[src/rtl/smc_pkg.sv]
// Constants, register map and decode functions of the signal modulator carrier select block.
// Assumes a single core clock domain. All users reference items as smc_pkg::name.
package smc_pkg;

  // ==========================================================================
  // Register map
  localparam int          ADDR_W        = 2;
  localparam int          DATA_W        = 8;
  localparam logic [1:0]  OFS_CONTROL   = 2'h0;
  localparam logic [1:0]  OFS_SOURCE    = 2'h1;
  localparam logic [1:0]  OFS_HI_CARR   = 2'h2;
  localparam logic [1:0]  OFS_LO_CARR   = 2'h3;

  // ==========================================================================
  // Carrier control fields
  localparam int          CAR_PIN_OFF   = 7;
  localparam int          CAR_INVERT    = 6;
  localparam int          CAR_SYNC_EN   = 5;
  localparam int          CAR_SEL_HI    = 3;
  localparam logic [7:0]  CAR_WR_MASK   = 8'hEF;

  // ==========================================================================
  // Modulator control fields
  localparam int          CTL_ENABLE    = 7;
  localparam int          CTL_PIN_EN    = 6;
  localparam int          CTL_SLEW      = 5;
  localparam int          CTL_OUT_INV   = 4;
  localparam int          CTL_READBACK  = 3;
  localparam int          CTL_SW_BIT    = 0;
  localparam logic [7:0]  CTL_WR_MASK   = 8'hF1;
  localparam logic [7:0]  CTL_RESET     = 8'h20;

  // ==========================================================================
  // Modulation source fields
  localparam int          SRC_PIN_OFF   = 7;
  localparam logic [7:0]  SRC_WR_MASK   = 8'h8F;
  localparam logic [7:0]  CFG_POR_VALUE = 8'h00;

  // ==========================================================================
  // Source encodings
  localparam logic [3:0]  MOD_SW_BIT    = 4'h0;
  localparam logic [3:0]  MOD_PIN       = 4'h1;
  localparam logic [3:0]  MOD_PERIPH_LO = 4'h2;
  localparam logic [3:0]  MOD_PERIPH_HI = 4'hA;
  localparam int          MOD_PERIPH_N  = 9;
  localparam logic [3:0]  CAR_GND       = 4'h0;
  localparam logic [3:0]  CAR_PIN_A     = 4'h1;
  localparam logic [3:0]  CAR_PIN_B     = 4'h2;
  localparam logic [3:0]  CAR_REF_CLK   = 4'h3;
  localparam logic [3:0]  CAR_PWM_BASE  = 4'h4;
  localparam int          PWM_N         = 4;

  typedef enum logic [1:0] {
    SMC_SEL_HIGH = 2'b01,
    SMC_SEL_LOW  = 2'b10
  } smc_mix_type;

  // Carrier source pick; srcs[0] is ground, top half of the code space is open
  function automatic logic smc_carrier_pick(input logic [3:0] sel, input logic [7:0] srcs);
    return sel[CAR_SEL_HI] ? 1'b0 : srcs[sel[2:0]];
  endfunction

  // One-hot decode of a selection code onto a PWM unit
  function automatic logic [PWM_N-1:0] smc_pwm_hit(input logic [3:0] sel);
    logic [PWM_N-1:0] hit;
    hit = '0;
    for (int i = 0; i < PWM_N; i++) begin
      if (sel == CAR_PWM_BASE + 4'(i)) begin
        hit[i] = 1'b1;
      end
    end
    return hit;
  endfunction

endpackage

[src/rtl/smc_sync.sv]
// Two-flop synchroniser bank for carrier and modulation inputs.
// Assumes inputs may toggle at any time relative to core_clk.
`timescale 1ns/10ps
module smc_sync #(
  parameter int WIDTH = 1
) (
  input  wire logic             core_clk,
  input  wire logic             resetn,
  input  wire logic             clk_en,
  input  wire logic [WIDTH-1:0] async_in,
  output logic      [WIDTH-1:0] sync_out
);

  // ==========================================================================
  // Per-bit double register
  genvar g;
  generate
    for (g = 0; g < WIDTH; g++) begin : g_bit
      logic meta;
      always_ff @(posedge core_clk or negedge resetn) begin
        if (!resetn) begin
          meta        <= 1'b0;
          sync_out[g] <= 1'b0;
        end else if (clk_en) begin
          meta        <= async_in[g];
          sync_out[g] <= meta;
        end
      end
    end
  endgenerate

endmodule // smc_sync

[src/rtl/smc_carrier.sv]
// One carrier path: source selection, polarity and falling edge detection.
// Assumes synchronised sources and PWM outputs already gated by PWM mode.
`timescale 1ns/10ps
module smc_carrier (
  input  wire logic       core_clk,
  input  wire logic       resetn,
  input  wire logic       clk_en,
  input  wire logic [3:0] sel,
  input  wire logic       invert,
  input  wire logic [7:0] srcs,
  output logic            raw,
  output logic            level,
  output logic            fall
);

  logic prev;

  // ==========================================================================
  // Selection and polarity
  assign raw   = smc_pkg::smc_carrier_pick(sel, srcs);
  assign level = raw ^ invert;

  // ==========================================================================
  // Falling edge of the conditioned carrier
  always_ff @(posedge core_clk or negedge resetn) begin
    if (!resetn) begin
      prev <= 1'b0;
    end else if (clk_en) begin
      prev <= level;
    end
  end

  assign fall = prev & ~level;

endmodule // smc_carrier

[src/rtl/smc_modulator.sv]
// Signal modulator carrier select and mixer with its four control registers.
// Assumes a plain register port in the core_clk domain and synchronous PWM mode flags.
`timescale 1ns/10ps
module smc_modulator (
  input  wire logic       core_clk,
  input  wire logic       resetn,
  input  wire logic       por_n,
  input  wire logic       clk_en,
  input  wire logic [1:0] reg_addr,
  input  wire logic [7:0] reg_wdata,
  input  wire logic       reg_wr,
  input  wire logic       reg_rd,
  output logic      [7:0] reg_rdata,
  input  wire logic       carrier_in_pin_a,
  input  wire logic       carrier_in_pin_b,
  input  wire logic       modulation_in_pin,
  input  wire logic       ref_clk_signal,
  input  wire logic [3:0] pwm_out,
  input  wire logic [3:0] pwm_mode_active,
  input  wire logic [8:0] mod_periph_out,
  output logic            mod_out,
  output logic            mod_out_oe,
  output logic            output_slew_limit,
  output logic [3:0]      pwm_pin_off,
  output logic            ref_clk_pin_off,
  output logic [8:0]      mod_periph_pin_off
);

  // ==========================================================================
  // Declarations
  localparam int SYNC_W = 8 + smc_pkg::MOD_PERIPH_N;

  logic [7:0]             ctl_reg;
  logic [7:0]             src_reg;
  logic [7:0]             hi_reg;
  logic [7:0]             lo_reg;
  logic                   any_reset_n;
  logic [SYNC_W-1:0]      sync_in;
  logic [SYNC_W-1:0]      sync_q;
  logic                   s_pin_a;
  logic                   s_pin_b;
  logic                   s_mod_pin;
  logic                   s_ref_clk;
  logic [3:0]             s_pwm;
  logic [8:0]             s_periph;
  logic [7:0]             car_srcs;
  logic                   hi_raw;
  logic                   hi_level;
  logic                   hi_fall;
  logic                   lo_raw;
  logic                   lo_level;
  logic                   lo_fall;
  logic                   mod_bit;
  smc_pkg::smc_mix_type   mix_state;
  smc_pkg::smc_mix_type   next_mix_state;
  logic                   mixed;
  logic                   out_q;
  logic [7:0]             next_rdata;

  wire logic              ctl_en   = ctl_reg[smc_pkg::CTL_ENABLE];
  wire logic              hi_sync  = hi_reg[smc_pkg::CAR_SYNC_EN];
  wire logic              lo_sync  = lo_reg[smc_pkg::CAR_SYNC_EN];
  wire logic [3:0]        hi_sel   = hi_reg[3:0];
  wire logic [3:0]        lo_sel   = lo_reg[3:0];
  wire logic [3:0]        ms_sel   = src_reg[3:0];

  // Power-on resets everything, ordinary reset all but the source and carrier registers
  assign any_reset_n = resetn & por_n;

  // ==========================================================================
  // Register writes
  always_ff @(posedge core_clk or negedge any_reset_n) begin
    if (!any_reset_n) begin
      ctl_reg <= smc_pkg::CTL_RESET;
    end else if (clk_en && reg_wr && reg_addr == smc_pkg::OFS_CONTROL) begin
      ctl_reg <= reg_wdata & smc_pkg::CTL_WR_MASK;
    end
  end

  // Configuration survives resetn and is cleared only by power-on
  always_ff @(posedge core_clk or negedge por_n) begin
    if (!por_n) begin
      src_reg <= smc_pkg::CFG_POR_VALUE;
      hi_reg  <= smc_pkg::CFG_POR_VALUE;
      lo_reg  <= smc_pkg::CFG_POR_VALUE;
    end else if (clk_en && reg_wr) begin
      if (reg_addr == smc_pkg::OFS_SOURCE) begin
        src_reg <= reg_wdata & smc_pkg::SRC_WR_MASK;
      end else if (reg_addr == smc_pkg::OFS_HI_CARR) begin
        hi_reg <= reg_wdata & smc_pkg::CAR_WR_MASK;
      end else if (reg_addr == smc_pkg::OFS_LO_CARR) begin
        lo_reg <= reg_wdata & smc_pkg::CAR_WR_MASK;
      end
    end
  end

  // ==========================================================================
  // Register reads
  always_comb begin
    next_rdata = 8'h00;
    if (reg_addr == smc_pkg::OFS_CONTROL) begin
      next_rdata = ctl_reg;
      next_rdata[smc_pkg::CTL_READBACK] = out_q;
    end else if (reg_addr == smc_pkg::OFS_SOURCE) begin
      next_rdata = src_reg;
    end else if (reg_addr == smc_pkg::OFS_HI_CARR) begin
      next_rdata = hi_reg;
    end else if (reg_addr == smc_pkg::OFS_LO_CARR) begin
      next_rdata = lo_reg;
    end
  end

  // Read data stand only in the cycle after the strobe
  always_ff @(posedge core_clk or negedge any_reset_n) begin
    if (!any_reset_n) begin
      reg_rdata <= 8'h00;
    end else if (clk_en) begin
      reg_rdata <= reg_rd ? next_rdata : 8'h00;
    end
  end

  // ==========================================================================
  // Input synchronisers
  assign sync_in = {mod_periph_out, pwm_out, ref_clk_signal, modulation_in_pin,
                    carrier_in_pin_b, carrier_in_pin_a};

  smc_sync #(
    .WIDTH    (SYNC_W)
  ) u_sync (
    .core_clk (core_clk),
    .resetn   (any_reset_n),
    .clk_en   (clk_en),
    .async_in (sync_in),
    .sync_out (sync_q)
  );

  assign s_pin_a   = sync_q[0];
  assign s_pin_b   = sync_q[1];
  assign s_mod_pin = sync_q[2];
  assign s_ref_clk = sync_q[3];
  assign s_pwm     = sync_q[7:4];
  assign s_periph  = sync_q[SYNC_W-1:8];

  // ==========================================================================
  // Carrier paths
  // PWM outputs count only while their unit is in PWM mode
  assign car_srcs = {s_pwm & pwm_mode_active, s_ref_clk, s_pin_b, s_pin_a, 1'b0};

  smc_carrier u_hi (
    .core_clk (core_clk),
    .resetn   (any_reset_n),
    .clk_en   (clk_en),
    .sel      (hi_sel),
    .invert   (hi_reg[smc_pkg::CAR_INVERT]),
    .srcs     (car_srcs),
    .raw      (hi_raw),
    .level    (hi_level),
    .fall     (hi_fall)
  );

  smc_carrier u_lo (
    .core_clk (core_clk),
    .resetn   (any_reset_n),
    .clk_en   (clk_en),
    .sel      (lo_sel),
    .invert   (lo_reg[smc_pkg::CAR_INVERT]),
    .srcs     (car_srcs),
    .raw      (lo_raw),
    .level    (lo_level),
    .fall     (lo_fall)
  );

  // ==========================================================================
  // Modulation source
  always_comb begin
    mod_bit = 1'b0;
    if (ms_sel == smc_pkg::MOD_SW_BIT) begin
      mod_bit = ctl_reg[smc_pkg::CTL_SW_BIT];
    end else if (ms_sel == smc_pkg::MOD_PIN) begin
      mod_bit = s_mod_pin;
    end else if (ms_sel <= smc_pkg::MOD_PERIPH_HI) begin
      mod_bit = s_periph[ms_sel - smc_pkg::MOD_PERIPH_LO];
    end
  end

  // ==========================================================================
  // Carrier switching
  always_comb begin
    next_mix_state = mix_state;
    case (mix_state)
      smc_pkg::SMC_SEL_HIGH: begin
        if (!mod_bit && (!ctl_en || !hi_sync || hi_fall)) begin
          next_mix_state = smc_pkg::SMC_SEL_LOW;
        end
      end
      smc_pkg::SMC_SEL_LOW: begin
        if (mod_bit && (!ctl_en || !lo_sync || lo_fall)) begin
          next_mix_state = smc_pkg::SMC_SEL_HIGH;
        end
      end
      default: begin
        next_mix_state = smc_pkg::SMC_SEL_LOW;
      end
    endcase
  end

  always_ff @(posedge core_clk or negedge any_reset_n) begin
    if (!any_reset_n) begin
      mix_state <= smc_pkg::SMC_SEL_LOW;
    end else if (clk_en) begin
      mix_state <= next_mix_state;
    end
  end

  assign mixed = (mix_state == smc_pkg::SMC_SEL_HIGH) ? hi_level : lo_level;

  // ==========================================================================
  // Output stage
  always_ff @(posedge core_clk or negedge any_reset_n) begin
    if (!any_reset_n) begin
      out_q <= 1'b0;
    end else if (clk_en) begin
      out_q <= ctl_en & (mixed ^ ctl_reg[smc_pkg::CTL_OUT_INV]);
    end
  end

  assign mod_out           = out_q;
  assign mod_out_oe        = ctl_en & ctl_reg[smc_pkg::CTL_PIN_EN];
  assign output_slew_limit = ctl_reg[smc_pkg::CTL_SLEW];

  // ==========================================================================
  // Peripheral pin suppression
  always_ff @(posedge core_clk or negedge any_reset_n) begin
    if (!any_reset_n) begin
      pwm_pin_off        <= 4'h0;
      ref_clk_pin_off    <= 1'b0;
      mod_periph_pin_off <= 9'h000;
    end else if (clk_en) begin
      pwm_pin_off <= ({4{hi_reg[smc_pkg::CAR_PIN_OFF]}} & smc_pkg::smc_pwm_hit(hi_sel))
                   | ({4{lo_reg[smc_pkg::CAR_PIN_OFF]}} & smc_pkg::smc_pwm_hit(lo_sel));
      ref_clk_pin_off <= (hi_reg[smc_pkg::CAR_PIN_OFF] && hi_sel == smc_pkg::CAR_REF_CLK)
                       || (lo_reg[smc_pkg::CAR_PIN_OFF] && lo_sel == smc_pkg::CAR_REF_CLK);
      for (int i = 0; i < smc_pkg::MOD_PERIPH_N; i++) begin
        mod_periph_pin_off[i] <= src_reg[smc_pkg::SRC_PIN_OFF]
                               && ms_sel == smc_pkg::MOD_PERIPH_LO + 4'(i);
      end
    end
  end
endmodule // smc_modulator

[config.mk]
export PLATFORM = sky130hd
export DESIGN_NAME = smc_modulator
export DESIGN_NICKNAME = d
export VERILOG_FILES = /design/src/rtl/smc_pkg.sv /design/src/rtl/smc_sync.sv /design/src/rtl/smc_carrier.sv /design/src/rtl/smc_modulator.sv
export SDC_FILE = /design/constraint.sdc
export NUM_CORES = 1
export LEC_CHECK = 0
export BUFFER_PORTS_ARGS = -buffer_cell sky130_fd_sc_hd__buf_2
export CAP_MARGIN = 5
export CORE_UTILIZATION = 50
export CTS_CLUSTER_DIAMETER = 200
export DETAILED_ROUTE_END_ITERATION = 7
export PLACE_DENSITY_LB_ADDON = 0.25
export SYNTH_ARGS = -nofsm -noshare
export SYNTH_HDL_FRONTEND = slang
export SYNTH_HIERARCHICAL = 1
export SYNTH_SLANG_ARGS = --single-unit
[constraint.sdc]
create_clock -name core_clk -period 2.3 [get_ports core_clk]
set_input_delay 0.345 -clock core_clk [delete_from_list [all_inputs] [get_ports core_clk]]
set_output_delay 0.345 -clock core_clk [all_outputs]
set_load 0.005 [all_outputs]
# Word level (Yosys, flattened, before mapping)
# Index checks and enable logic that the tools add are counted.
[word_totals]
inputBits = 37
register_bits = 85
[classes]
bitwise_logic = 16
reduce_logical = 30
eq_ne = 27
mux = 36
addsub = 1
magnitude_cmp = 4
[op_table]
columns = ["op", "count"]
rows = [
  ["$eq A4 B3 Y1 const B", 12],
  ["$mux W8", 5],
  ["$mux W1", 25],
  ["$eq A4 B2 Y1 const B", 4],
  ["$logic_and A1 B1 Y1", 15],
  ["$and A4 B4 Y4", 3],
  ["$eq A4 B4 Y1 const B", 3],
  ["$lt A3 B4 Y1 const B", 2],
  ["$bmux W1 S3", 2],
  ["$eq A2 B2 Y1 const B", 3],
  ["$reduce_and A3 Y1", 2],
  ["$and A1 B1 Y1", 5],
  ["$logic_or A1 B1 Y1", 5],
  ["$lt A4 B5 Y1 const B", 1],
  ["$bmux W1 S4", 1],
  ["$eq A2 B1 Y1 const B", 2],
  ["$eq A4 B1 Y1 const B", 1],
  ["$le A4 B4 Y1 const B", 1],
  ["$logic_not A1 Y1", 4],
  ["$logic_not A4 Y1", 1],
  ["$mux W2", 2],
  ["$ne A2 B2 Y1 const B", 2],
  ["$not A1 Y1", 4],
  ["$or A4 B4 Y4", 1],
  ["other kinds (6)", 8],
]

# Longest topological paths before layout
# Gate-level depths: netlist of the first run.
[depth]
depth_word = 11
ltp_mapped = 9
ltp_nobuf = 9

# Cells and area by module
# Netlist of the first run, hierarchy kept.
[by_module_without_submodules]
columns = ["mod", "cells_per_inst", "area_per_inst_um2", "seq_area_each_um2", "n_inst"]
rows = [
  ["smc_modulator", 231, 2491.1, 1228.7, 1],
  ["smc_sync", 72, 1417.6, 850.8, 1],
  ["smc_carrier", 20, 175.2, 25.0, 2],
]

# Worst setup path after synthesis of the first run
# OpenSTA, ideal clock, no wires.
[synth_timing]
path_kind = "register -> register"
startpoint = "register lo_reg[0]"
endpoint = "register mix_state[1]"
t_required_ns = 2.241
setup_time_ns = 0.059
path_stages_with_launch = 8
t_arrival_ns = 1.924
slack_ns = 0.317
cell_sequence = "dfrtp_1 -> mux4_2 -> o21a_1 -> mux2i_1 -> nand3b_1 -> a31oi_1 -> o21ai_0 -> a21bo_1"
[synth_via]
elab_chain_cells = 10
[synth_rtl]
columns = ["element", "line", "source"]
rows = [
  ["start, declared", "smc_modulator.sv:36", "logic [7:0] lo_reg;"],
  ["start signal, assigned", "smc_modulator.sv:85", "lo_reg <= smc_pkg::CFG_POR_VALUE;"],
  ["start signal, assigned", "smc_modulator.sv:92", "lo_reg <= reg_wdata & smc_pkg::CAR_WR_MASK;"],
  ["$bmux W1 S3", "smc_pkg.sv:60", "return sel[CAR_SEL_HI] ? 1'b0 : srcs[sel[2:0]];"],
  ["$mux W1 (not written as such)", "smc_pkg.sv:60", ""],
  ["$mux W1", "smc_pkg.sv:60", ""],
  ["named net lo_raw", "smc_modulator.sv:50", "logic lo_raw;"],
  ["$xor A1 B1 Y1", "smc_carrier.sv:21", "assign level = raw ^ invert;"],
  ["$not A1 Y1", "smc_carrier.sv:33", "assign fall = prev & ~level;"],
  ["$and A1 B1 Y1", "smc_carrier.sv:33", ""],
  ["named net lo_fall", "smc_modulator.sv:52", "logic lo_fall;"],
  ["$logic_or A1 B1 Y1", "smc_modulator.sv:197", "if (mod_bit && (!ctl_en || !lo_sync || lo_fall)) begin"],
  ["$logic_and A1 B1 Y1", "smc_modulator.sv:197", ""],
  ["$ne A2 B2 Y1 (no source line)", "--", ""],
  ["$reduce_and A3 Y1 (no source line)", "--", ""],
  ["end signal, assigned", "smc_modulator.sv:209", "mix_state <= smc_pkg::SMC_SEL_LOW;"],
  ["end signal, assigned", "smc_modulator.sv:211", "mix_state <= next_mix_state;"],
  ["end, declared", "smc_modulator.sv:54", "smc_pkg::smc_mix_type mix_state;"],
]
# The timed path passes the listed nets, and every way through them passes these cells. The select of a mux whose other input is x is not followed.
# A chain may end at the register's enable or synchronous reset.

# Final worst setup path of the first run
[layout_timing]
startpoint = "register u_sync.sync_out[7]"
endpoint = "register mix_state[1]"
[layout_via]
elab_chain_cells = 11
elab_cells_between_ends = 20
cone_classes = "eq/ne (2); mux (6); bitwise (7); reduce/logical (5)"
[layout_rtl]
columns = ["element", "line", "source"]
rows = [
  ["start, declared", "smc_sync.sv:11", "output logic [WIDTH-1:0] sync_out"],
  ["start signal, assigned by index", "smc_sync.sv:26", "sync_out[g] <= meta;"],
  ["$and A4 B4 Y4", "smc_modulator.sv:147", "assign car_srcs = {s_pwm & pwm_mode_active, s_ref_clk, s_pin_b, s_pin_a, 1'b0};"],
  ["named net car_srcs[7]", "smc_modulator.sv:46", "logic [7:0] car_srcs;"],
  ["$bmux W1 S3", "smc_pkg.sv:60", ""],
  ["$mux W1 (not written as such)", "smc_pkg.sv:60", ""],
  ["$mux W1", "smc_pkg.sv:60", ""],
  ["named net lo_raw", "smc_modulator.sv:50", ""],
  ["$xor A1 B1 Y1", "smc_carrier.sv:21", ""],
  ["$not A1 Y1", "smc_carrier.sv:33", ""],
  ["$and A1 B1 Y1", "smc_carrier.sv:33", ""],
  ["named net lo_fall", "smc_modulator.sv:52", ""],
  ["$logic_or A1 B1 Y1", "smc_modulator.sv:197", ""],
  ["$logic_and A1 B1 Y1", "smc_modulator.sv:197", ""],
  ["$ne A2 B2 Y1 (no source line)", "--", ""],
  ["$reduce_and A3 Y1 (no source line)", "--", ""],
]
# The timed path passes the listed nets, and every way through them passes these cells. The select of a mux whose other input is x is not followed.

==> results of run 1 <==
synthesized netlist by cell type, types with 6 or more instances:
master,instances
ha_1,6
a22oi_1,6
nor2b_1,8
dfrtp_1,83
nor2_1,15
a21oi_1,14
nand2_1,21
o21ai_0,7
mux2_2,29
mux2i_1,13
mux2_4,30
inv_1,15
o2bb2ai_1,13
nand3b_1,6
and2_1,6
power breakdown:
part / internal, mW / switching [mW] / total (mW)
registers: 1.75 / 0.278 / 2.03
clock network: 0.634 / 0.509 / 1.14
logic: 0.547 / 0.455 / 1.00
repair_timing:
item / CTS / global route
gates resized for setup: 0 / 0
hold buffers: 1 / 0
hold endpoints to repair: 19 / 0
logic make-up (layout without fill, tap and decap cells):
family | count (synthesis) | after routing | share of synthesized area, %
multiplexers | 74 | 74 | 22.36
AND/OR/NAND/NOR | 80 | 80 | 9.989
buffers and inverters | 30 | 100 | 4.201
adder cells (fa/ha/maj) | 6 | 6 | 1.763
flip-flops | 85 | 85 | 50.00
other | 1 | 2 | 0.08805
AO/OA/AOI/OAI | 63 | 63 | 10.78
XOR/XNOR | 4 | 4 | 0.8227
worst max-delay path, cell delays in order, from the launching register on:
cell and delay [ns]:
dfrtp_1 0.38, and2_1 0.17, mux4_2 0.50, o21a_1 0.22, mux2i_1 0.12, nand3b_1 0.15, a31oi_1 0.21, o21ai_0 0.13
a21bo_1 0.19
layout make-up:
type | count | share of cell area, %
tap | 105 | 2.695
sequential | 85 | 43.69
inverter | 15 | 1.155
clock buffer | 11 | 2.900
timing repair buffer | 70 | 7.957
multi-input combinational | 229 | 40.12
clock inverter | 4 | 1.489
placed cells by master, fill, tap and decap left out, types with 3 or more instances in the layout:
master | netlist | final
nor2b_1 | 8 | 8
o2bb2ai_1 | 13 | 13
ha_1 | 6 | 6
nand2b_1 | 3 | 3
and2_1 | 6 | 5
nand3b_1 | 6 | 6
nand4b_1 | 3 | 3
nand2_1 | 21 | 21
a22oi_1 | 6 | 6
o21ai_0 | 7 | 7
nor3b_1 | 3 | 3
nor2_1 | 15 | 15
a21oi_1 | 14 | 14
mux2_2 | 29 | 29
buf_4 | 2 | 7
mux2i_1 | 13 | 13
buf_2 | 2 | 61
nor3_1 | 5 | 5
clkbuf_8 | 0 | 10
nand3_1 | 3 | 3
o21a_1 | 3 | 3
inv_1 | 15 | 15
mux2_4 | 30 | 30
dfrtp_1 | 83 | 83
xor2_1 | 3 | 3
per-layer routing:
layer / global-route usage (%) / vias to the layer above / part of all wire [%]
met5: 0 / - / 0
met4: 9.359 / 0 / 1.8
met3: 3.398 / 15 / 4.9
met2: 34.30 / 75 / 48
met1: 30.30 / 1463 / 45
li1: - / 1379 / -
how the worst max path moves through the flow:
stage / from / to / slack, ns / depth (start not counted)
floorplan: lo_reg[0] / mix_state[1] / 0.32 / 7
global placement: pwm_mode_active[3] / mix_state[1] / 0.20 / 9
detailed placement: pwm_mode_active[3] / mix_state[1] / 0.14 / 9
CTS: u_sync/sync_out[7] / mix_state[1] / 0.17 / 8
global route: u_sync/sync_out[7] / mix_state[1] / 0.01 / 8
finish: u_sync/sync_out[7] / mix_state[1] / 0.17 / 8
stage by stage:
stage | area [um^2] | worst slack (ns) | instances | util [%] | hold slack, ns
5_1_grt | 4875 | 0.01235 | 519 | 59.33 | 0.1713
4_1_cts | 4875 | 0.1725 | 519 | 59.33 | 0.1359
6_report | 4875 | 0.1709 | 519 | 59.33 | 0.1282
3_5_place_dp | 4651 | 0.1362 | 503 | 56.60 | 0.3282
3_3_place_gp | 4651 | 0.1984 | 503 | 56.60 | 0.3219
2_1_floorplan | 4264 | 0.3166 | 344 | - | 0.04941
==> impl_metrics.csv, run 1 <==
group,metric,value,unit
outcome,run_status,"finished clean",
route,wl,8.966,mm
sta,clock-skew-final,0.008865,ns
place,portBuffers,61,
clock_network,root_buffer,"clkbuf_8",
floorplanning,dieArea,8892,um^2
sta,fin_setup_tns,0,ns
layout,layout-drive-gt1-share,35.99,%
layout,reg_top3,"u_sync/g_bit.meta (17), u_sync/sync_out (17), mod_periph_pin_off (9)",
clock_network,numCtsBuffers,9,
route,viasPerCell,5.649,
power,ir_drop,0.3751,mV
clock_network,cts_tree,"yes",
synth,ys.flop_type,"dfrtp_1",
synth,synthArstFlopShare,100.0,%
synth,yosys_warnings,6,
sta,hold_viol,0,
synth,seq_area_frac_synth,50.00,%
floorplanning,fp.dieH,94.30,um
critical_path,criticalPathCategory,"reg -> reg",
floorplanning,dieWidth,94.30,um
synth,synth.avg_cell_area,12.42,um^2
place,place.gp.congestion,0.8157,
sta,fmax,0.4697,GHz
floorplanning,initial_core_util,51.83,%
critical_path,rr_endpoint,"mix_state[1]",
clock_network,clk_latency,0.35,ns
grt,grt_overflow,0,
floorplanning,num_rows,33,
layout,num_antenna_cells,0,
synth,yosys.area.top_type,"dfrtp_1",
sta,post-route-period-util,92.57,%
layout,multiInputGateArea,1956,um^2
clock_network,cts.path.max_buffers,2,
place,place.detailed.hpwl,6.396,mm
route,drcViolationCount,0,
route,drt-initial-drc-count,180,
flow_run,maxCapViolations,0,
synth,synth_top_area_share,48.77,%
critical_path,crit_required,2.60,ns
layout,seqCellArea,2130,um^2
layout,final_nets,453,
critical_path,cp-start-kind,"flip-flop",
synth,netlist_area,4259,um^2
critical_path,worst_r2r_path_depth,8,
route,vias,2932,
critical_path,end_kind,"flip-flop",
grt,antenna_found_initial,0,
critical_path,crit_arrival,2.43,ns
grt,grt_pass1_vias,2966,
route,postRouteAntennaNets,0,
power,total_power,4.174,mW
clock_network,path_clk_slew,0.08,ns
critical_path,critPathMaxFanout,3,
synth,synth_area_leaders,"dfrtp_1 (49%), mux2_4 (11%), mux2_2 (7.7%)",
power,p_per_area,856.3,nW/um^2
power,leakage,2.316,nW
clock_network,cts_setup_buffers,0,
synth,ys_seq_elements,85,
grt,grtUsageTotal,21.97,%
grt,grt_max_degree,67,
synth,syn_inst,343,
hold_path,min_path_type,"in -> async",
critical_path,reg2reg_from,"u_sync/sync_out[7]",
synth,synth-edff-count,0,
route,drt_pass1_iterations,5,
synth,ys_types,50,
sta,rsz0062_at_grt,"no",
grt,grt_pass1_wl,14.69,mm
layout,synthToLayoutAreaGrowth,14.45,%
sta,setup_viol,0,
sta,period_minus_slack,2.129,ns
clock_network,h-tree-depth,3,
floorplanning,top_level_ports,62,
floorplanning,fp.coreArea,8217,um^2
critical_path,reg2reg_slack,0.17,ns
layout,fillers,710,
sta,slew_violations,0,
route,wire_per_inst,17.28,um
clock_network,cts.sinks,85,
Power figures use the tool's default switching activity.
==> run 2: changes to the inputs <==
==> constraint.sdc (replaced) <==
create_clock -name core_clk -period 2.5 [get_ports core_clk]
set_input_delay 0.375 -clock core_clk [delete_from_list [all_inputs] [get_ports core_clk]]
set_output_delay 0.375 -clock core_clk [all_outputs]
set_load 0.005 [all_outputs]
==> impl_metrics.csv, run 2 (synthesis gave the netlist of run 1 again) <==
group,metric,value,unit
critical_path,critPathLaunch,"lo_reg[0]",
route,viasPerCell,5.654,
clock_network,cts_setup_buffers,0,
layout,final_cell_area,4831,um^2
place,place.gp.congestion,0.7893,
clock_network,h-tree-depth,3,
grt,grt_pass1_vias,2933,
layout,num_antenna_cells,0,
route,vias,2912,
place,place.detailed.hpwl,6.472,mm
route,wire_per_inst,17.32,um
clock_network,root_buffer,"clkbuf_8",
clock_network,cts.sinks,85,
layout,fillers,691,
floorplanning,fp.dieH,94.30,um
critical_path,crit_arrival,2.53,ns
critical_path,end_kind,"flip-flop",
floorplanning,top_level_ports,62,
grt,antenna_found_initial,0,
sta,fin_setup_tns,0,ns
floorplanning,num_rows,33,
flow_run,maxCapViolations,0,
critical_path,reg2reg_slack,0.27,ns
place,postPlaceCellArea,4641,um^2
clock_network,path_clk_slew,0.08,ns
critical_path,criticalPathCategory,"reg -> reg",
layout,layout-drive-gt1-share,35.12,%
route,drt-initial-drc-count,165,
grt,grtUsageTotal,22.33,%
place,portBuffers,61,
critical_path,critPathMaxFanout,9,
floorplanning,initial_core_util,51.83,%
clock_network,numCtsBuffers,9,
layout,synthToLayoutAreaGrowth,13.43,%
grt,grt_max_degree,32,
clock_network,cts.path.max_buffers,2,
power,p_per_area,768.4,nW/um^2
floorplanning,fp.coreArea,8217,um^2
power,leakage,2.293,nW
route,drt_pass1_iterations,5,
sta,hold_ws,0.1060,ns
power,ir_drop,0.3672,mV
route,wl,8.922,mm
clock_network,cts_hold_buf,1,
clock_network,clk_latency,0.36,ns
critical_path,reg2reg_from,"lo_reg[0]",
power,total_power,3.712,mW
sta,tightest_slew,0.5707,ns
route,drcViolationCount,0,
sta,hold_viol,0,
layout,final_common_cell,"dfrtp_1",
hold_path,min_path_type,"in -> async",
critical_path,cp-start-kind,"flip-flop",
grt,grt_overflow,0,
sta,clock-skew-final,0.007438,ns
sta,slew_violations,0,
layout,final_cell_mix,"dfrtp_1 (83), buf_2 (61), mux2_4 (30)",
sta,slew_headroom,61.91,%
floorplanning,dieWidth,94.30,um
layout,reg_top3,"u_sync/g_bit.meta (17), u_sync/sync_out (17), mod_periph_pin_off (9)",
outcome,run_status,"finished clean",
sta,post-route-period-util,89.07,%
floorplanning,dieArea,8892,um^2
layout,stdcell_count,515,
route,postRouteAntennaNets,0,
sta,period_minus_slack,2.227,ns
grt,grt_pass1_wl,14.71,mm
layout,multiInputGateArea,1956,um^2
sta,setup_viol,0,
clock_network,cts_resized,0,
layout,final_nets,450,
sta,fmax,0.4491,GHz
clock_network,cts_tree,"yes",
sta,rsz0062_at_grt,"no",
layout,seqCellArea,2130,um^2
place,placed_cells,500,
critical_path,crit_required,2.80,ns
run 2: cell count changes in the layout (fill, tap and decap cells not counted), sizes merged:
| cell | previous run | this run |
|---|---|---|
| clkbuf | 11 | 12 |
| bufinv | 2 | 1 |
| clkinvlp | 1 | 0 |
| buf | 69 | 66 |
run 2: final timing paths:
check	end	cells past startpoint
setup reg to reg	mix_state[1]	7
setup / recovery	mix_state[1]	7
min in group core_clk	u_sync/g_bit[11].meta	2
hold reg to reg	reg_rdata[5]	1
hold / removal	u_sync/sync_out[1]	2
max in group asynchronous	u_sync/g_bit[16].meta	4
run 2: area by class of cell:
class                   instances  share of cell area, %
multi-input cells             229                  40.48
well taps                     105                  2.720
repair buffers                 67                  7.822
clock buffers                  12                  3.004
clock inverters                 2                 0.7252
flip-flops and latches         85                  44.08
inverters                      15                  1.166
run 2: worst max-delay path, stage by stage (launching register included):
cell      delay (ns)
dfrtp_1         0.54
mux4_2          0.60
o21a_1          0.23
mux2i_1         0.12
nand3b_1        0.15
a31oi_1         0.22
o21ai_0         0.12
a21bo_1         0.20
run 2: power breakdown:
group	total [mW]	internal, mW	switching, mW
logic	0.903	0.494	0.408
registers	1.88	1.61	0.272
clock network	0.927	0.477	0.450
total	3.71	2.58	1.13
run 2: metal layers:
metal	wire length (um)	track usage, %
met3	397	3.722
met4	152	10.26
met1	4007	30.15
met2	4365	35.08
met5	0	0
run 2: stage by stage:
step                setup slack (ns)  utilization [%]
floorplan                     0.1014                -
global placement              0.3599            56.48
detailed placement            0.2983            56.48
CTS                           0.2714            58.79
global route                  0.1583            58.79
finish                        0.2732            58.79
==> run 3: changes to the inputs <==
--- a/config.mk
+++ b/config.mk
@@ -5,11 +5,13 @@
 export SDC_FILE = /design/constraint.sdc
 export NUM_CORES = 1
 export LEC_CHECK = 0
+export ABC_AREA = 1
 export BUFFER_PORTS_ARGS = -buffer_cell sky130_fd_sc_hd__buf_2
 export CAP_MARGIN = 5
 export CORE_UTILIZATION = 50
 export CTS_CLUSTER_DIAMETER = 200
 export DETAILED_ROUTE_END_ITERATION = 7
+export GPL_TIMING_DRIVEN = 0
 export PLACE_DENSITY_LB_ADDON = 0.25
 export SYNTH_ARGS = -nofsm -noshare
 export SYNTH_HDL_FRONTEND = slang
==> impl_metrics.csv, run 3 <==
group,metric,value,unit
outcome,run_status,"finished clean",
floorplanning,initial_core_util,51.82,%
layout,final_cell_area,4920,um^2
power,ir_drop,0.3288,mV
sta,tightest_slew,0.7191,ns
synth,netlist_area,4279,um^2
sta,period_minus_slack,1.983,ns
floorplanning,dieArea,8932,um^2
clock_network,path_clk_slew,0.09,ns
layout,final_cell_mix,"nand2_1 (205), dfrtp_1 (83), buf_2 (63)",
floorplanning,num_rows,33,
place,portBuffers,61,
grt,grt_overflow,0,
route,drt-initial-drc-count,146,
layout,fillers,786,
route,wl,9.484,mm
place,place.gp.congestion,0.9046,
power,leakage,2.664,nW
sta,fmax,0.5042,GHz
layout,final_common_cell,"nand2_1",
critical_path,crit_required,2.75,ns
route,wire_per_inst,13.17,um
place,postPlaceCellArea,4740,um^2
synth,synth.avg_cell_area,7.998,um^2
grt,grt_max_degree,35,
route,vias,3660,
layout,layout-drive-gt1-share,21.14,%
clock_network,root_buffer,"clkbuf_8",
route,postRouteAntennaNets,0,
layout,fin_util,59.58,%
floorplanning,fp.dieH,94.51,um
sta,clock-skew-final,0.01060,ns
grt,grtUsageTotal,24.01,%
floorplanning,top_level_ports,62,
sta,hold_viol,0,
critical_path,criticalPathCategory,"reg -> reg",
route,drt_pass1_iterations,4,
route,viasPerCell,5.083,
sta,post-route-period-util,79.33,%
clock_network,cts.sinks,85,
grt,antenna_found_initial,0,
critical_path,critPathMaxFanout,8,
grt,grt_pass1_wl,16.55,mm
route,drcViolationCount,0,
floorplanning,dieWidth,94.51,um
flow_run,maxCapViolations,0,
floorplanning,fp.coreArea,8258,um^2
clock_network,clk_latency,0.36,ns
critical_path,reg2reg_from,"lo_reg[0]",
power,p_per_area,711.7,nW/um^2
hold_path,min_path_type,"in -> async",
layout,num_antenna_cells,0,
sta,slew_headroom,51.99,%
clock_network,cts.path.max_buffers,2,
grt,grt_pass1_vias,3649,
sta,rsz0062_at_grt,"no",
layout,final_nets,653,
clock_network,cts_setup_buffers,0,
critical_path,cp-start-kind,"flip-flop",
critical_path,end_kind,"flip-flop",
clock_network,numCtsBuffers,9,
sta,setup_viol,0,
place,place.detailed.hpwl,7.088,mm
clock_network,h-tree-depth,3,
sta,slew_violations,0,
synth,syn_inst,535,
layout,reg_top3,"u_sync/g_bit.meta (17), u_sync/sync_out (17), mod_periph_pin_off (9)",
clock_network,cts_tree,"yes",
synth,yosys_warnings,6,
layout,synthToLayoutAreaGrowth,14.97,%
critical_path,critPathLaunch,"lo_reg[0]",
critical_path,crit_arrival,2.23,ns
clock_network,cts_resized,0,
==> run 3: worst max-delay path, cell delays in order, from the launching register on <==
cell     delay (ns)
dfrtp_1        0.54
inv_2          0.10
nand2_1        0.08
nand3_1        0.07
nand3_1        0.17
nand3_2        0.10
nand2_1        0.08
nand2_2        0.06
or2_2          0.28
o21ai_0        0.16
nand2_1        0.09
nand3_1        0.08
o22ai_1        0.06
==> run 3: metal layers <==
metal  track usage [%]  up-vias  wire (um)
met1             30.98     1710       4426
met3             4.348       17        455
li1                  -     1834          -
met4             11.99        0        242
met2             38.83       99       4360
met5                 0        -          0
==> run 3: path summary, 6_finish.rpt <==
check,end,slack (ns),depth (start not counted)
min,u_sync/sync_out[16],0.17,3
max in group asynchronous,ctl_reg[5],0.73,5
max reg2reg,mod_out,0.52,12
min reg2reg,u_sync/g_bit[12].meta,0.48,2
min in group core_clk,u_sync/g_bit[12].meta,0.22,3
max,mod_out,0.52,12
==> run 3: metrics by stage <==
step           TNS, ns  setup WS [ns]  hold WS, ns  std cells  power [mW]
2_1_floorplan        0         0.4328      0.07941        536       2.369
3_3_place_gp    -46.11        -0.7218       0.3365        702       2.601
3_5_place_dp         0         0.5328       0.3403        703       2.644
4_1_cts              0         0.5164       0.1882        720       3.525
5_1_grt              0         0.3284       0.2074        720       3.750
6_report             0         0.5168       0.1720        720       3.501
==> run 3: cell type report <==
type                            count  area (um^2)  share of cell area (%)
Sequential cell                    85         2130                   43.29
Tap cell                          105        131.4                   2.670
Clock buffer                       12        145.1                   2.950
Buffer                             16        131.4                   2.670
Clock inverter                      4        25.02                  0.5086
Timing Repair Buffer               63        335.3                   6.816
Inverter                           64        252.7                   5.137
Multi-Input combinational cell    371         1769                   35.96
==> run 3: timing repair <==
action / CTS / global route
hold endpoints to repair: 19 / 0
hold buffers: 1 / 0
setup endpoints to repair: 0 / 0
==> run 3: power breakdown <==
group	internal (mW)	switching (mW)	leakage, nW
Clock	0.386	0.493	0.0824
Combinational	0.350	0.521	1.49
Sequential	1.56	0.187	1.09
Total	2.30	1.20	2.66
